<file path="src/rtl/alt_map.vh">
`ifndef ALT_MAP_VH
`define ALT_MAP_VH
// register offsets
`define ALT_STATUS_ALIAS  8'h00
`define ALT_P_OUT_HIGH    8'h01
`define ALT_P_OUT_MID     8'h02
`define ALT_P_OUT_LOW     8'h03
`define ALT_T_OUT_HIGH    8'h04
`define ALT_T_OUT_LOW     8'h05
`define ALT_DR_FLAGS      8'h06
`define ALT_P_CHG_HIGH    8'h07
`define ALT_P_CHG_MID     8'h08
`define ALT_P_CHG_LOW     8'h09
`define ALT_T_CHG_HIGH    8'h0a
`define ALT_T_CHG_LOW     8'h0b
`define ALT_IDENTITY      8'h0c
`define ALT_FIFO_FLAGS    8'h0d
`define ALT_FIFO_PORT     8'h0e
`define ALT_FIFO_CONFIG   8'h0f
`define ALT_OVF_TIME      8'h10
`define ALT_SYS_STATE     8'h11
`define ALT_INT_CAUSE     8'h12
`define ALT_EVENT_CONFIG  8'h13
`define ALT_REF_HIGH      8'h14
`define ALT_REF_LOW       8'h15
// reset values
`define ALT_ZERO_RST      8'h00
`define ALT_REF_HIGH_RST  8'hc5
`define ALT_REF_LOW_RST   8'he7
// identity value is arbitrary
`define ALT_IDENTITY_VAL  8'h5a
// bus address
`define ALT_BUS_ADDR      7'h60
// fifo operation select field
`define ALT_FMODE_HI      7
`define ALT_FMODE_LO      6
// data ready flag bits
`define ALT_TDR_BIT       1
`define ALT_PDR_BIT       2
`define ALT_PTDR_BIT      3
`define ALT_TOW_BIT       5
`define ALT_POW_BIT       6
`define ALT_PTOW_BIT      7
// bits per byte on the bus
`define ALT_BYTE_BITS     4'h8
`endif

</file>
<file path="src/rtl/alt_reg_map.v">
`timescale 1ns/1ps
`include "alt_map.vh"
module alt_reg_map #(
  parameter [6:0] P_DEV_ADDR = `ALT_BUS_ADDR,
  parameter [7:0] P_IDENTITY = `ALT_IDENTITY_VAL
) (
  input  wire        i_sys_clk,
  input  wire        i_rst_n,
  input  wire        i_scl,
  input  wire        i_sda,
  output wire        o_sda,
  output wire        o_sda_oe_n,
  input  wire        i_active,
  input  wire        i_sample_valid,
  input  wire [19:0] i_pres_sample,
  input  wire [11:0] i_temp_sample,
  input  wire [7:0]  i_fifo_flags,
  input  wire [7:0]  i_fifo_byte,
  input  wire [7:0]  i_overflow_time,
  input  wire [7:0]  i_int_cause,
  output wire        o_fifo_pop,
  output wire [7:0]  o_fifo_config,
  output wire [7:0]  o_data_event_config,
  output wire [15:0] o_sea_level_ref
);

localparam [6:0] S_IDLE = 7'h01;
localparam [6:0] S_ADDR = 7'h02;
localparam [6:0] S_AACK = 7'h04;
localparam [6:0] S_RX   = 7'h08;
localparam [6:0] S_WACK = 7'h10;
localparam [6:0] S_TX   = 7'h20;
localparam [6:0] S_MACK = 7'h40;

////////////////////////////////////////////////////////////////////////////////
// pin synchronisers and bus conditions

reg        scl_m;
reg        scl_s;
reg        scl_d;
reg        sda_m;
reg        sda_s;
reg        sda_d;

always @(posedge i_sys_clk)
begin
  if (!i_rst_n)
  begin
    scl_m <= 1'b1;
    scl_s <= 1'b1;
    scl_d <= 1'b1;
    sda_m <= 1'b1;
    sda_s <= 1'b1;
    sda_d <= 1'b1;
  end
  else
  begin
    scl_m <= i_scl;
    scl_s <= scl_m;
    scl_d <= scl_s;
    sda_m <= i_sda;
    sda_s <= sda_m;
    sda_d <= sda_s;
  end
end

wire scl_rise = scl_s & ~scl_d;
wire scl_fall = ~scl_s & scl_d;
wire start_c  = scl_s & scl_d & sda_d & ~sda_s;
wire stop_c   = scl_s & scl_d & ~sda_d & sda_s;

////////////////////////////////////////////////////////////////////////////////
// register storage declarations

reg  [19:0] pres_out;
reg  [11:0] temp_out;
reg  [19:0] pres_chg;
reg  [11:0] temp_chg;
reg  [7:0]  dr_flags;
reg  [7:0]  fifo_flags;
reg  [7:0]  ovf_time;
reg  [7:0]  sys_state;
reg  [7:0]  int_cause;
reg  [7:0]  fifo_cfg;
reg  [7:0]  event_cfg;
reg  [7:0]  ref_high;
reg  [7:0]  ref_low;
reg         active_d;

wire fifo_on = |fifo_cfg[`ALT_FMODE_HI:`ALT_FMODE_LO];

// burst pointer successor
function [7:0] next_ptr;
  input [7:0] ptr_in;
  input       fifo_en;
  begin
    case (ptr_in)
      `ALT_T_OUT_LOW:  next_ptr = `ALT_STATUS_ALIAS;
      `ALT_T_CHG_LOW:  next_ptr = `ALT_DR_FLAGS;
      `ALT_P_OUT_HIGH: next_ptr = fifo_en ? `ALT_P_OUT_HIGH : `ALT_P_OUT_MID;
      `ALT_FIFO_PORT:  next_ptr = `ALT_FIFO_PORT;
      default:         next_ptr = ptr_in + 8'h01;
    endcase
  end
endfunction

////////////////////////////////////////////////////////////////////////////////
// read data selection

reg  [7:0] ptr;
reg  [7:0] rd_data;

always @*
begin
  case (ptr)
    `ALT_STATUS_ALIAS: rd_data = fifo_on ? fifo_flags : dr_flags;
    `ALT_P_OUT_HIGH:   rd_data = fifo_on ? i_fifo_byte : pres_out[19:12];
    `ALT_P_OUT_MID:    rd_data = pres_out[11:4];
    `ALT_P_OUT_LOW:    rd_data = {pres_out[3:0], 4'h0};
    `ALT_T_OUT_HIGH:   rd_data = temp_out[11:4];
    `ALT_T_OUT_LOW:    rd_data = {temp_out[3:0], 4'h0};
    `ALT_DR_FLAGS:     rd_data = dr_flags;
    `ALT_P_CHG_HIGH:   rd_data = pres_chg[19:12];
    `ALT_P_CHG_MID:    rd_data = pres_chg[11:4];
    `ALT_P_CHG_LOW:    rd_data = {pres_chg[3:0], 4'h0};
    `ALT_T_CHG_HIGH:   rd_data = temp_chg[11:4];
    `ALT_T_CHG_LOW:    rd_data = {temp_chg[3:0], 4'h0};
    `ALT_IDENTITY:     rd_data = P_IDENTITY;
    `ALT_FIFO_FLAGS:   rd_data = fifo_flags;
    `ALT_FIFO_PORT:    rd_data = i_fifo_byte;
    `ALT_FIFO_CONFIG:  rd_data = fifo_cfg;
    `ALT_OVF_TIME:     rd_data = ovf_time;
    `ALT_SYS_STATE:    rd_data = sys_state;
    `ALT_INT_CAUSE:    rd_data = int_cause;
    `ALT_EVENT_CONFIG: rd_data = event_cfg;
    `ALT_REF_HIGH:     rd_data = ref_high;
    `ALT_REF_LOW:      rd_data = ref_low;
    default:           rd_data = `ALT_ZERO_RST;
  endcase
end

////////////////////////////////////////////////////////////////////////////////
// serial slave state machine

reg  [6:0] state;
reg  [3:0] bit_cnt;
reg  [7:0] shift;
reg  [7:0] tx;
reg        rw;
reg        first;
reg        drive_low;

wire byte_done = scl_fall & (bit_cnt == `ALT_BYTE_BITS);
wire do_load   = scl_fall & (((state == S_AACK) & rw) | (state == S_MACK));
wire do_write  = byte_done & (state == S_RX) & ~first;

always @(posedge i_sys_clk)
begin
  if (!i_rst_n)
  begin
    state     <= S_IDLE;
    bit_cnt   <= 4'h0;
    shift     <= 8'h00;
    tx        <= 8'h00;
    rw        <= 1'b0;
    first     <= 1'b0;
    drive_low <= 1'b0;
    ptr       <= `ALT_STATUS_ALIAS;
  end
  else if (stop_c)
  begin
    state     <= S_IDLE;
    drive_low <= 1'b0;
  end
  else if (start_c)
  begin
    state     <= S_ADDR;
    bit_cnt   <= 4'h0;
    drive_low <= 1'b0;
  end
  else
  begin
    case (state)
      S_IDLE:
      begin
        drive_low <= 1'b0;
      end
      S_ADDR, S_RX:
      begin
        if (scl_rise)
        begin
          shift   <= {shift[6:0], sda_s};
          bit_cnt <= bit_cnt + 4'h1;
        end
        else if (byte_done)
        begin
          bit_cnt <= 4'h0;
          if (state == S_ADDR)
          begin
            if (shift[7:1] == P_DEV_ADDR)
            begin
              state     <= S_AACK;
              rw        <= shift[0];
              drive_low <= 1'b1;
            end
            else
              state <= S_IDLE;
          end
          else
          begin
            state     <= S_WACK;
            drive_low <= 1'b1;
            first     <= 1'b0;
            // address byte then advance after writes
            if (first)
              ptr <= shift;
            else
              ptr <= next_ptr(ptr, fifo_on);
          end
        end
      end
      S_AACK, S_MACK:
      begin
        if (scl_rise & (state == S_MACK) & sda_s)
          state <= S_IDLE;
        else if (do_load)
        begin
          state     <= S_TX;
          tx        <= rd_data;
          drive_low <= ~rd_data[7];
          bit_cnt   <= 4'h0;
          ptr       <= next_ptr(ptr, fifo_on);
        end
        else if (scl_fall)
        begin
          state     <= S_RX;
          first     <= 1'b1;
          drive_low <= 1'b0;
          bit_cnt   <= 4'h0;
        end
      end
      S_WACK:
      begin
        if (scl_fall)
        begin
          state     <= S_RX;
          drive_low <= 1'b0;
        end
      end
      S_TX:
      begin
        if (scl_rise)
          bit_cnt <= bit_cnt + 4'h1;
        else if (byte_done)
        begin
          state     <= S_MACK;
          drive_low <= 1'b0;
        end
        else if (scl_fall)
        begin
          drive_low <= ~tx[6];
          tx        <= {tx[6:0], 1'b0};
        end
      end
      default:
      begin
        state     <= S_IDLE;
        drive_low <= 1'b0;
      end
    endcase
  end
end

assign o_sda      = 1'b0;
assign o_sda_oe_n = ~drive_low;
// fifo drain on port or root read
assign o_fifo_pop = do_load & ((ptr == `ALT_FIFO_PORT) | ((ptr == `ALT_P_OUT_HIGH) & fifo_on));

////////////////////////////////////////////////////////////////////////////////
// volatile data registers

wire go_active = i_active & ~active_d;
wire rd_pres   = do_load & ~fifo_on & (ptr == `ALT_P_OUT_HIGH);
wire rd_temp   = do_load & (ptr == `ALT_T_OUT_HIGH);

always @(posedge i_sys_clk)
begin
  if (!i_rst_n)
  begin
    active_d   <= 1'b0;
    pres_out   <= 20'h00000;
    temp_out   <= 12'h000;
    pres_chg   <= 20'h00000;
    temp_chg   <= 12'h000;
    dr_flags   <= `ALT_ZERO_RST;
    fifo_flags <= `ALT_ZERO_RST;
    ovf_time   <= `ALT_ZERO_RST;
    sys_state  <= `ALT_ZERO_RST;
    int_cause  <= `ALT_ZERO_RST;
  end
  else
  begin
    active_d  <= i_active;
    int_cause <= i_int_cause;
    // clear volatile set except int_cause on going active
    if (go_active)
    begin
      pres_out   <= 20'h00000;
      temp_out   <= 12'h000;
      pres_chg   <= 20'h00000;
      temp_chg   <= 12'h000;
      dr_flags   <= `ALT_ZERO_RST;
      fifo_flags <= `ALT_ZERO_RST;
      ovf_time   <= `ALT_ZERO_RST;
      sys_state  <= `ALT_ZERO_RST;
    end
    else
    begin
      fifo_flags <= i_fifo_flags;
      ovf_time   <= i_overflow_time;
      sys_state  <= {7'h00, i_active};
      if (i_sample_valid)
      begin
        pres_chg <= i_pres_sample - pres_out;
        temp_chg <= i_temp_sample - temp_out;
        pres_out <= i_pres_sample;
        temp_out <= i_temp_sample;
        // new sample sets, overwrite if unread; set wins over clear
        dr_flags[`ALT_PTOW_BIT] <= dr_flags[`ALT_PTDR_BIT] | dr_flags[`ALT_PTOW_BIT];
        dr_flags[`ALT_POW_BIT]  <= dr_flags[`ALT_PDR_BIT] | dr_flags[`ALT_POW_BIT];
        dr_flags[`ALT_TOW_BIT]  <= dr_flags[`ALT_TDR_BIT] | dr_flags[`ALT_TOW_BIT];
        dr_flags[`ALT_PTDR_BIT] <= 1'b1;
        dr_flags[`ALT_PDR_BIT]  <= 1'b1;
        dr_flags[`ALT_TDR_BIT]  <= 1'b1;
      end
      else
      begin
        if (rd_pres)
        begin
          dr_flags[`ALT_PDR_BIT]  <= 1'b0;
          dr_flags[`ALT_POW_BIT]  <= 1'b0;
          dr_flags[`ALT_PTDR_BIT] <= 1'b0;
          dr_flags[`ALT_PTOW_BIT] <= 1'b0;
        end
        if (rd_temp)
        begin
          dr_flags[`ALT_TDR_BIT]  <= 1'b0;
          dr_flags[`ALT_TOW_BIT]  <= 1'b0;
          dr_flags[`ALT_PTDR_BIT] <= 1'b0;
          dr_flags[`ALT_PTOW_BIT] <= 1'b0;
        end
      end
    end
  end
end

////////////////////////////////////////////////////////////////////////////////
// retained writable registers

always @(posedge i_sys_clk)
begin
  if (!i_rst_n)
  begin
    fifo_cfg  <= `ALT_ZERO_RST;
    event_cfg <= `ALT_ZERO_RST;
    ref_high  <= `ALT_REF_HIGH_RST;
    ref_low   <= `ALT_REF_LOW_RST;
  end
  // writes in any mode, untouched by mode change
  else if (do_write)
  begin
    case (ptr)
      `ALT_FIFO_CONFIG:  fifo_cfg  <= shift;
      `ALT_EVENT_CONFIG: event_cfg <= shift;
      `ALT_REF_HIGH:     ref_high  <= shift;
      `ALT_REF_LOW:      ref_low   <= shift;
      default:           fifo_cfg  <= fifo_cfg;
    endcase
  end
end

assign o_fifo_config       = fifo_cfg;
assign o_data_event_config = event_cfg;
assign o_sea_level_ref     = {ref_high, ref_low};

endmodule // alt_reg_map

</file>
<file path="config.mk">
export PLATFORM = sky130hd
export DESIGN_NAME = alt_reg_map
export DESIGN_NICKNAME = d
export VERILOG_FILES = /design/src/rtl/alt_reg_map.v
export VERILOG_INCLUDE_DIRS = /design/src /design/src/rtl
export SDC_FILE = /design/constraint.sdc
export NUM_CORES = 1
export LEC_CHECK = 0
export BUFFER_PORTS_ARGS = -buffer_cell sky130_fd_sc_hd__buf_2
export CAP_MARGIN = 10
export CORE_MARGIN = 1
export CORE_UTILIZATION = 50
export CTS_BUF_LIST = sky130_fd_sc_hd__clkbuf_16
export DETAILED_ROUTE_END_ITERATION = 16
export GPL_ROUTABILITY_DRIVEN = 1
export GPL_TIMING_DRIVEN = 0
export PLACE_DENSITY = 0.68
export SETUP_SLACK_MARGIN = 0.15
export SYNTH_ARGS = -nofsm -noshare
export SYNTH_HDL_FRONTEND = slang
export SYNTH_SLANG_ARGS = --single-unit
</file>
<file path="constraint.sdc">
create_clock -name i_sys_clk -period 7.3 [get_ports i_sys_clk]
set_input_delay 0.365 -clock i_sys_clk [delete_from_list [all_inputs] [get_ports i_sys_clk]]
set_output_delay 0.365 -clock i_sys_clk [all_outputs]
set_load 0.01 [all_outputs]
</file>
# Word level (Yosys, flattened, before mapping)
# Index checks and enable logic that the tools add are counted.
# classes
add_sub_neg,4
eq_ne,52
n_mux,60
n_bitwise,40
n_reduce_logical,26
# ops
cell,count
$pmux W8 S22,1
$mux W7,13
$eq A8 B4 Y1 const B,8
$mux W8,8
$eq A8 B5 Y1 const B,6
$pmux W7 S5,1
$eq A8 B3 Y1 const B,4
$pmux W8 S4,1
$mux W4,7
$ne A2 B2 Y1 const B,12
$ne A3 B3 Y1 const B,8
$and A1 B1 Y1,20
$sub A20 B20 Y20,1
$mux W1,18
$eq A8 B2 Y1 const B,2
$pmux W8 S2,1
$reduce_and A8 Y1,2
$not A1 Y1,15
$eq A7 B7 Y1 const B,2
$pmux W7 S2,1
$pmux W4 S3,1
$reduce_and A6 Y1,2
$sub A12 B12 Y12,1
$reduce_and A5 Y1,2
other kinds (26),45
# word_totals
regBits,178
in_bits,70
output_inout_bits,35
elab_cells,214

# Logic depth before layout (Yosys ltp)
# Gate-level depths: netlist of run 1.
# logic_depth
ltp_word,9
ltp_mapped,10
depth_no_buf,10

# Worst setup path before layout of run 1
# Ideal clock, no wire load.
# synth_path
path_type,register -> register
from,reg ptr[1]
to,reg tx[4]
setup_ps,119
arrival_time_ps,2197
required_time_ps,7181
slack_ps,4984
path_stages_with_launch,10
n_path_buf,2
period_less_slack_ps,2316
cell_sequence,dfxtp_1 inv_1 ha_1 clkbuf_1 and4_1 clkbuf_1 a32o_1 a221o_1 o41a_1 o221a_2
# synth_between
elab_chain_cells,5
word_cells_on_any_way,26
classes_between,eq/ne (21); mux (4); reduce/logical (1)
# synth_lines
item,line_no,text
"start, declared",alt_reg_map.v:110,reg [7:0] ptr;
"start signal, assigned",alt_reg_map.v:168,ptr <= `ALT_STATUS_ALIAS;
"start signal, assigned",alt_reg_map.v:216,ptr <= shift;
"start signal, assigned",alt_reg_map.v:218,"ptr <= next_ptr(ptr, fifo_on);"
"$eq A8 B5 Y1, or another cell as far along",alt_reg_map.v:115,case (ptr)
$pmux W8 S22 *,alt_reg_map.v:115,
$mux W7 *,alt_reg_map.v:226,else if (do_load)
$mux W7 *,alt_reg_map.v:224,if (scl_rise & (state == S_MACK) & sda_s)
$pmux W7 S2 *,alt_reg_map.v:183,case (state)
"end signal, assigned",alt_reg_map.v:229,tx <= rd_data;
"end signal, assigned",alt_reg_map.v:262,"tx <= {tx[6:0], 1'b0};"
"end, declared",alt_reg_map.v:148,reg [7:0] tx;
# Every way passes the cells marked *; elsewhere a longest branch is shown, timed or not. The select of a mux whose other input is x is not followed.
# A chain may end at the register's enable or synchronous reset.

# Worst setup path after layout of run 1
# layout_path
from,reg ptr[4]
to,out o_fifo_pop
# layout_between
elab_chain_cells,4
word_cells_on_any_way,5
classes_between,eq/ne (2); bitwise (3)
# layout_lines
item,line_no,text
$eq A8 B1 Y1,-,
$and A1 B1 Y1,alt_reg_map.v:277,assign o_fifo_pop = do_load & ((ptr == `ALT_FIFO_PORT) | ((ptr == `ALT_P_OUT_HIGH) & fifo_on));
$or A1 B1 Y1 *,alt_reg_map.v:277,
$and A1 B1 Y1 *,alt_reg_map.v:277,
"end, declared",alt_reg_map.v:21,"output wire o_fifo_pop,"
# Every way passes the cells marked *; elsewhere a longest branch is shown, timed or not.

==> metrics.md, run 1 <==
| Metric | Value |
|---|---|
| Worst-path maximum fanout | `10` |
| Hold Buf Count CTS | `0` |
| Status | `complete, no violations` |
| Initial antenna violation count | `0` |
| Tot GR Track Use | `0.335` |
| Post-CTS Setup Inserts | `0` |
| Clk Latency, worst-skew pair | `0.44 ns` |
| Longest Clk Path Bufs | `2` |
| Hold Crit Class | `in2reg` |
| Fin crit period | `3.32 ns` |
| Die Area | `19,600 µm²` |
| H-Tree Depth | `4` |
| Hpwl dp | `25,000 µm` |
| Final-report max-slew violation count | `0` |
| RSZ-0062 raised after global routing | `no` |
| Synthesis-to-layout area growth | `14.9%` |
| Worst IR Drop VDD | `0.165 mV` |
| Multi-input gate area | `5580 µm²` |
| RD Place Congestion | `0.990` |
| # DRC | `0` |
| Clock sink total | `171` |
| Clock slew at reported path FFs | `0.07 ns` |
| Synthesized instance count | `1,150` |
| Filler cells | `1,768` |
| Slew headroom | `0.331` |
| Syn Area/Cell | `8.26 µm²` |
| Final hold violation count | `0` |
| Clock Skew | `0.00677 ns` |
| Ys async rst share | `0` |
| Commonest non-fill, non-tap cells in the layout | `dfxtp_1 (171), buf_2 (115), nand2_1 (113), nor2_1 (90), mux2i_1 (77)` |
| Routed vias | `9,188` |
| Vias in the first global route | `8,451` |
| Synth cell types | `80` |
| Antenna cell count | `0` |
| Syn nets | `1,258` |
| Via/cell ratio | `6.05` |
| Die H | `140 µm` |
| Pin slew with the least headroom to its limit | `0.995 ns` |
| Final core utilization | `0.585` |
| Sequential area share after synthesis | `0.360` |
| Crit end category | `output port` |
| DRT antenna net count | `0` |
| Die W | `140 µm` |
| YS warnings | `0` |
| CTS root buf | `clkbuf_16` |
| Post-synth EDFFs | `0` |
| CTS tree | `yes` |
| FP Rows | `50` |
| Worst EP arrival | `2.96 ns` |
| Input/output buffers | `103` |
| I/O pin total | `105` |
| Crit Path Class | `reg2out` |
| DR WL/cell | `21.3 µm` |
| Starting Density | `0.510` |
| Share of layout cells above drive strength 1 | `0.135` |
| Post-CTS Resized | `0` |
| Leakage | `4.27 nW` |
| Mapped cell area | `9500 µm²` |
| TNS Setup | `0 ns` |
| 1st-iter DRT viols | `847` |
| Hold Path Cell Cnt | `2` |
| Core area | `18,600 µm²` |
| CTS Buf Count | `17` |
| Required @ worst endpoint | `6.93 ns` |
| Layout net count | `1,380` |
| Critical Path Start Type | `flop` |
| Most common cell after layout, fill and taps aside | `dfxtp_1` |
| Ys flop type | `dfxtp_1` |
| Final Setup Violations | `0` |
| Path depth of the worst reg2reg path | `9` |
| Total congestion overflow | `0` |
| Drt total wl | `32,300 µm` |
| PD cells | `200 nW/µm²` |
| First-pass GRT wire length | `49,600 µm` |
| Pre-antenna DRT Iters | `5` |
| Register area | `3420 µm²` |
| Flip-flop and latch count after synthesis | `171` |
| Period utilisation layout | `0.455` |
| Max Cap Viol | `0` |
| Largest net degree at the start of global routing | `18` |
| Fmax | `0.301 GHz` |
==> final timing paths <==
path	startpoint	endpoint	slack, ns
max reg2reg	ptr[3]	tx[6]	4.02
min reg2reg	scl_m	scl_s	0.41
min	i_scl	scl_m	0.11
max	ptr[4]	o_fifo_pop	3.98
==> flip-flops by register name (all words and copies together), names as in the netlist, 4 cells and up <==
| signal | flops |
|---|---|
| o_fifo_config | 8 |
| ref_high | 8 |
| ovf_time | 8 |
| pres_chg | 20 |
| ptr | 8 |
| bit_cnt | 4 |
| tx | 7 |
| o_data_event_config | 8 |
| dr_flags | 6 |
| state | 7 |
| fifo_flags | 8 |
| ref_low | 8 |
| shift | 8 |
| pres_out | 20 |
| temp_chg | 12 |
| temp_out | 12 |
| int_cause | 8 |
==> synthesized netlist by cell type (16+ instances only) <==
cell type,instances,area [µm²]
dfxtp_1,171,3420
nand2_1,113,424
nor2_1,90,338
mux2i_1,77,771
o21ai_0,64,320
inv_1,55,206
a21oi_1,52,260
clkbuf_1,52,195
nand3_1,50,250
and2_1,38,238
nor2b_1,37,231
ha_1,36,450
nor3_1,19,95.1
a22oi_1,18,135
xnor2_1,16,140
==> metal layers <==
| metal | vias up | global-route usage | share of wire |
|---|---|---|---|
| li1 | 4342 | - | - |
| met1 | 4373 | 0.443 | 0.43 |
| met2 | 392 | 0.537 | 0.45 |
| met3 | 81 | 0.0551 | 0.071 |
| met4 | 0 | 0.150 | 0.040 |
| met5 | - | 0 | 0 |
==> critical path, cell delays in order, from the launching register on <==
cell     delay (ns)
dfxtp_1        0.30
buf_2          0.17
nor4_2         0.59
buf_2          0.34
nand4_1        0.25
o21ai_1        0.48
and2_1         0.24
buf_2          0.13
==> power breakdown <==
group	internal [W]	switching [W]	total, W
Combinational	0.000104	0.000138	0.000242
Clock	0.000518	0.000431	0.000949
Sequential	0.000963	0.0000297	0.000993
Total	0.00159	0.000599	0.00218
==> logic make-up after synthesis <==
logic type / synth area share
other: 0.000395
buffers and inverters: 0.0526
and+or+nand+nor: 0.228
adders and majority gates: 0.0516
xor gates and xnor gates: 0.0203
AOI/OAI and AO/OA: 0.202
muxes: 0.0847
DFF: 0.360
==> area by class of cell <==
type | instances | share of cell area
buffer | 73 | 0.0268
clock buffer | 17 | 0.0390
clock inverter | 15 | 0.0164
inverter | 55 | 0.0189
multi-input combinational | 851 | 0.511
sequential | 171 | 0.314
tap | 234 | 0.0268
timing repair buffer | 103 | 0.0472
==> per-stage QoR <==
step                      instance area, µm²  cells  total power [W]  worst slack [ns]  hold slack, ns
after floorplan                         9500   1150          0.00116              4.98           0.386
after global placement                 10300   1487          0.00125              4.16           0.399
after detailed placement               10300   1487          0.00125              4.23           0.400
after CTS                              10900   1519          0.00218              4.04           0.103
after global routing                   10900   1519          0.00225              3.88           0.104
final                                  10900   1519          0.00218              3.98           0.106
(Power assumes the default switching activity.)
==> inputs of run 2 (changes only) <==
- clock period: 7.3 -> 3.1 ns (I/O delays scaled with it)
==> run 2 against run 1 <==
Against the previous run:
- clock power rose by 140%
- sequential share of layout area fell by 1.7 points
- critical path depth rose by 2
- combinational power rose to 2.6 times the previous value
- core utilization rose by 3.4 points
- die area did not move
- sequential power rose by 140%
- first-iteration DRC count fell by 7.4%
- routed wire length rose by 3.4%
- cell count rose by 3.8%
- critical endpoint is now tx[6]
- largest power group unchanged
==> metrics.md, run 2 (synthesis gave the netlist of run 1 again) <==
| Metric | Value |
|---|---|
| Crit Path Class | `reg2reg` |
| Drt total wl | `33,400 µm (+3.4%)` |
| FP Rows | `50 (unchanged)` |
| Hold Crit Class | `in2reg` |
| Total congestion overflow | `0 (unchanged)` |
| RSZ-0062 raised after global routing | `no` |
| RD Place Congestion | `0.990 (unchanged)` |
| Die W | `140 µm (unchanged)` |
| Final hold violation count | `0 (unchanged)` |
| Status | `complete, no violations` |
| Pin slew with the least headroom to its limit | `0.895 ns (-0.100 ns)` |
| 1st-iter DRT viols | `784 (-7.4%)` |
| Routed vias | `9,353 (+1.8%)` |
| Pre-antenna DRT Iters | `5 (unchanged)` |
| Initial antenna violation count | `0 (unchanged)` |
| CP top delay family | `compound AO/OA/AOI/OAI gates` |
| Largest registers | `pres_chg (20), pres_out (20)` |
| I/O pin total | `105 (unchanged)` |
| Starting Density | `0.510 (unchanged)` |
| Hpwl dp | `25,000 µm (unchanged)` |
| DRT antenna net count | `0 (unchanged)` |
| Slew headroom | `0.399 (+0.0684)` |
| CP Cell Sequence | `inv_1 > ha_1 > clkbuf_2 > nand2_1 > o21ai_0 > a222oi_1 > o21ai_0 > nor2_1 > o21ai_0` |
| Reg2reg setup slack | `0.20 ns (-3.82 ns)` |
| TNS Setup | `0 ns (unchanged)` |
| Final Setup Violations | `0 (unchanged)` |
| Period utilisation layout | `0.934` |
| Largest stage delay on the critical path | `0.70 ns (+0.11 ns)` |
| Synthesis-to-layout area growth | `21.6%` |
| Clock sink total | `171 (unchanged)` |
| Critical Path Start Type | `flop` |
| Final-report max-slew violation count | `0 (unchanged)` |
| Die H | `140 µm (unchanged)` |
| Largest net degree at the start of global routing | `18 (unchanged)` |
| Clk Latency, worst-skew pair | `0.44 ns (about the same)` |
| First-pass GRT wire length | `51,400 µm (+3.6%)` |
| CTS root buf | `clkbuf_16` |
| Worst path slowest cell | `a222oi_1` |
| Filler cells | `1,688 (-4.5%)` |
| Leakage | `4.54 nW (+6.4%)` |
| CTS Buf Count | `17 (unchanged)` |
| Worst-path maximum fanout | `10 (unchanged)` |
| Core area | `18,600 µm² (unchanged)` |
| Layout net count | `1,438 (+4.2%)` |
| Worst IR Drop VDD | `0.392 mV (+140%)` |
| Most used cell, CP | `o21ai_0` |
| # DRC | `0 (unchanged)` |
| Clock slew at reported path FFs | `0.07 ns (about the same)` |
| Post-CTS Setup Inserts | `0 (unchanged)` |
| Crit end category | `flop` |
| CTS tree | `yes` |
| Input/output buffers | `103 (unchanged)` |
| Longest Clk Path Bufs | `2 (unchanged)` |
| Max Cap Viol | `0 (unchanged)` |
| Die Area | `19,600 µm² (unchanged)` |
| Via/cell ratio | `5.93 (-1.9%)` |
| Most common cell after layout, fill and taps aside | `dfxtp_1` |
| Antenna cell count | `0 (unchanged)` |
| Tot GR Track Use | `0.347 (+0.0116)` |
| Vias in the first global route | `8,806 (+4.2%)` |
| Worst EP arrival | `3.22 ns (+0.26 ns)` |
| Clock Skew | `0.00916 ns (+0.00240 ns)` |
| PD cells | `451 nW/µm² (+130%)` |
| Required @ worst endpoint | `3.43 ns (-3.50 ns)` |
| Fin crit period | `2.90 ns` |
| DR WL/cell | `21.2 µm (-0.37%)` |
| Buf/Inv on CP | `2 (-1)` |
| Fmax | `0.345 GHz` |
| Tot Pwr | `0.00521 W (+140%)` |
| Share of layout cells above drive strength 1 | `0.139 (+0.00383)` |
| Commonest non-fill, non-tap cells in the layout | `dfxtp_1 (170), buf_2 (115), nand2_1 (112), nor2_1 (90), mux2i_1 (77)` |
| H-Tree Depth | `4 (unchanged)` |
-- run 2: worst register-to-register path: stages (launching register included) --
cell,delay (ns)
dfxtp_2,0.40
inv_1,0.08
ha_1,0.17
clkbuf_2,0.22
nand2_1,0.31
o21ai_0,0.34
a222oi_1,0.70
o21ai_0,0.19
nor2_1,0.25
o21ai_0,0.12
-- run 2: path summary, 6_finish.rpt --
path	cells after the start	endpoint	start
setup / recovery	9	tx[6]	ptr[1]
setup reg to reg	9	tx[6]	ptr[1]
hold reg to reg	1	scl_s	scl_m
hold / removal	3	pres_out[7]	i_pres_sample[7]
-- run 2: routing by layer --
layer  track usage  part of all wire  vias up
met5             0                 0        -
met4         0.157             0.039        0
met3        0.0602             0.065       85
met2         0.562              0.46      381
met1         0.450              0.44     4438
li1              -                 -     4449
-- run 2: timing repair --
action	in CTS	in global routing
pin swaps	2	3
hold endpoints to repair	59	0
hold buffers	58	0
setup endpoints to repair	9	10
resized for setup	6	12
-- run 2: final cells by class --
cell class,count,area [µm²],share of cell area
Clock inverter,15,179,0.0155
Inverter,55,206,0.0179
Sequential cell,171,3420,0.296
Clock buffer,17,425,0.0368
Multi-Input combinational cell,851,5630,0.487
Timing Repair Buffer,161,1100,0.0949
Buffer,73,299,0.0259
Tap cell,234,293,0.0253
-- run 2: metrics by stage --
step / cells / cell area (µm²) / setup WS (ns) / util / hold slack [ns]
final: 1577 / 11600 / 0.204 / 0.620 / 0.0108
after detailed placement: 1487 / 10300 / 0.0283 / 0.553 / 0.346
after floorplan: 1150 / 9500 / 0.784 / - / 0.251
after CTS: 1577 / 11500 / 0.134 / 0.618 / 0.00545
after global routing: 1577 / 11600 / 0.164 / 0.620 / 0.0217
after global placement: 1487 / 10300 / -0.0389 / 0.553 / 0.338
-- run 2: power breakdown --
part	total, W	leakage, nW	internal [W]	switching, W
Clock	0.00224	0.291	0.00122	0.00102
Sequential	0.00234	1.39	0.00227	0.0000699
Combinational	0.000632	2.85	0.000294	0.000338
Total	0.00521	4.54	0.00378	0.00143
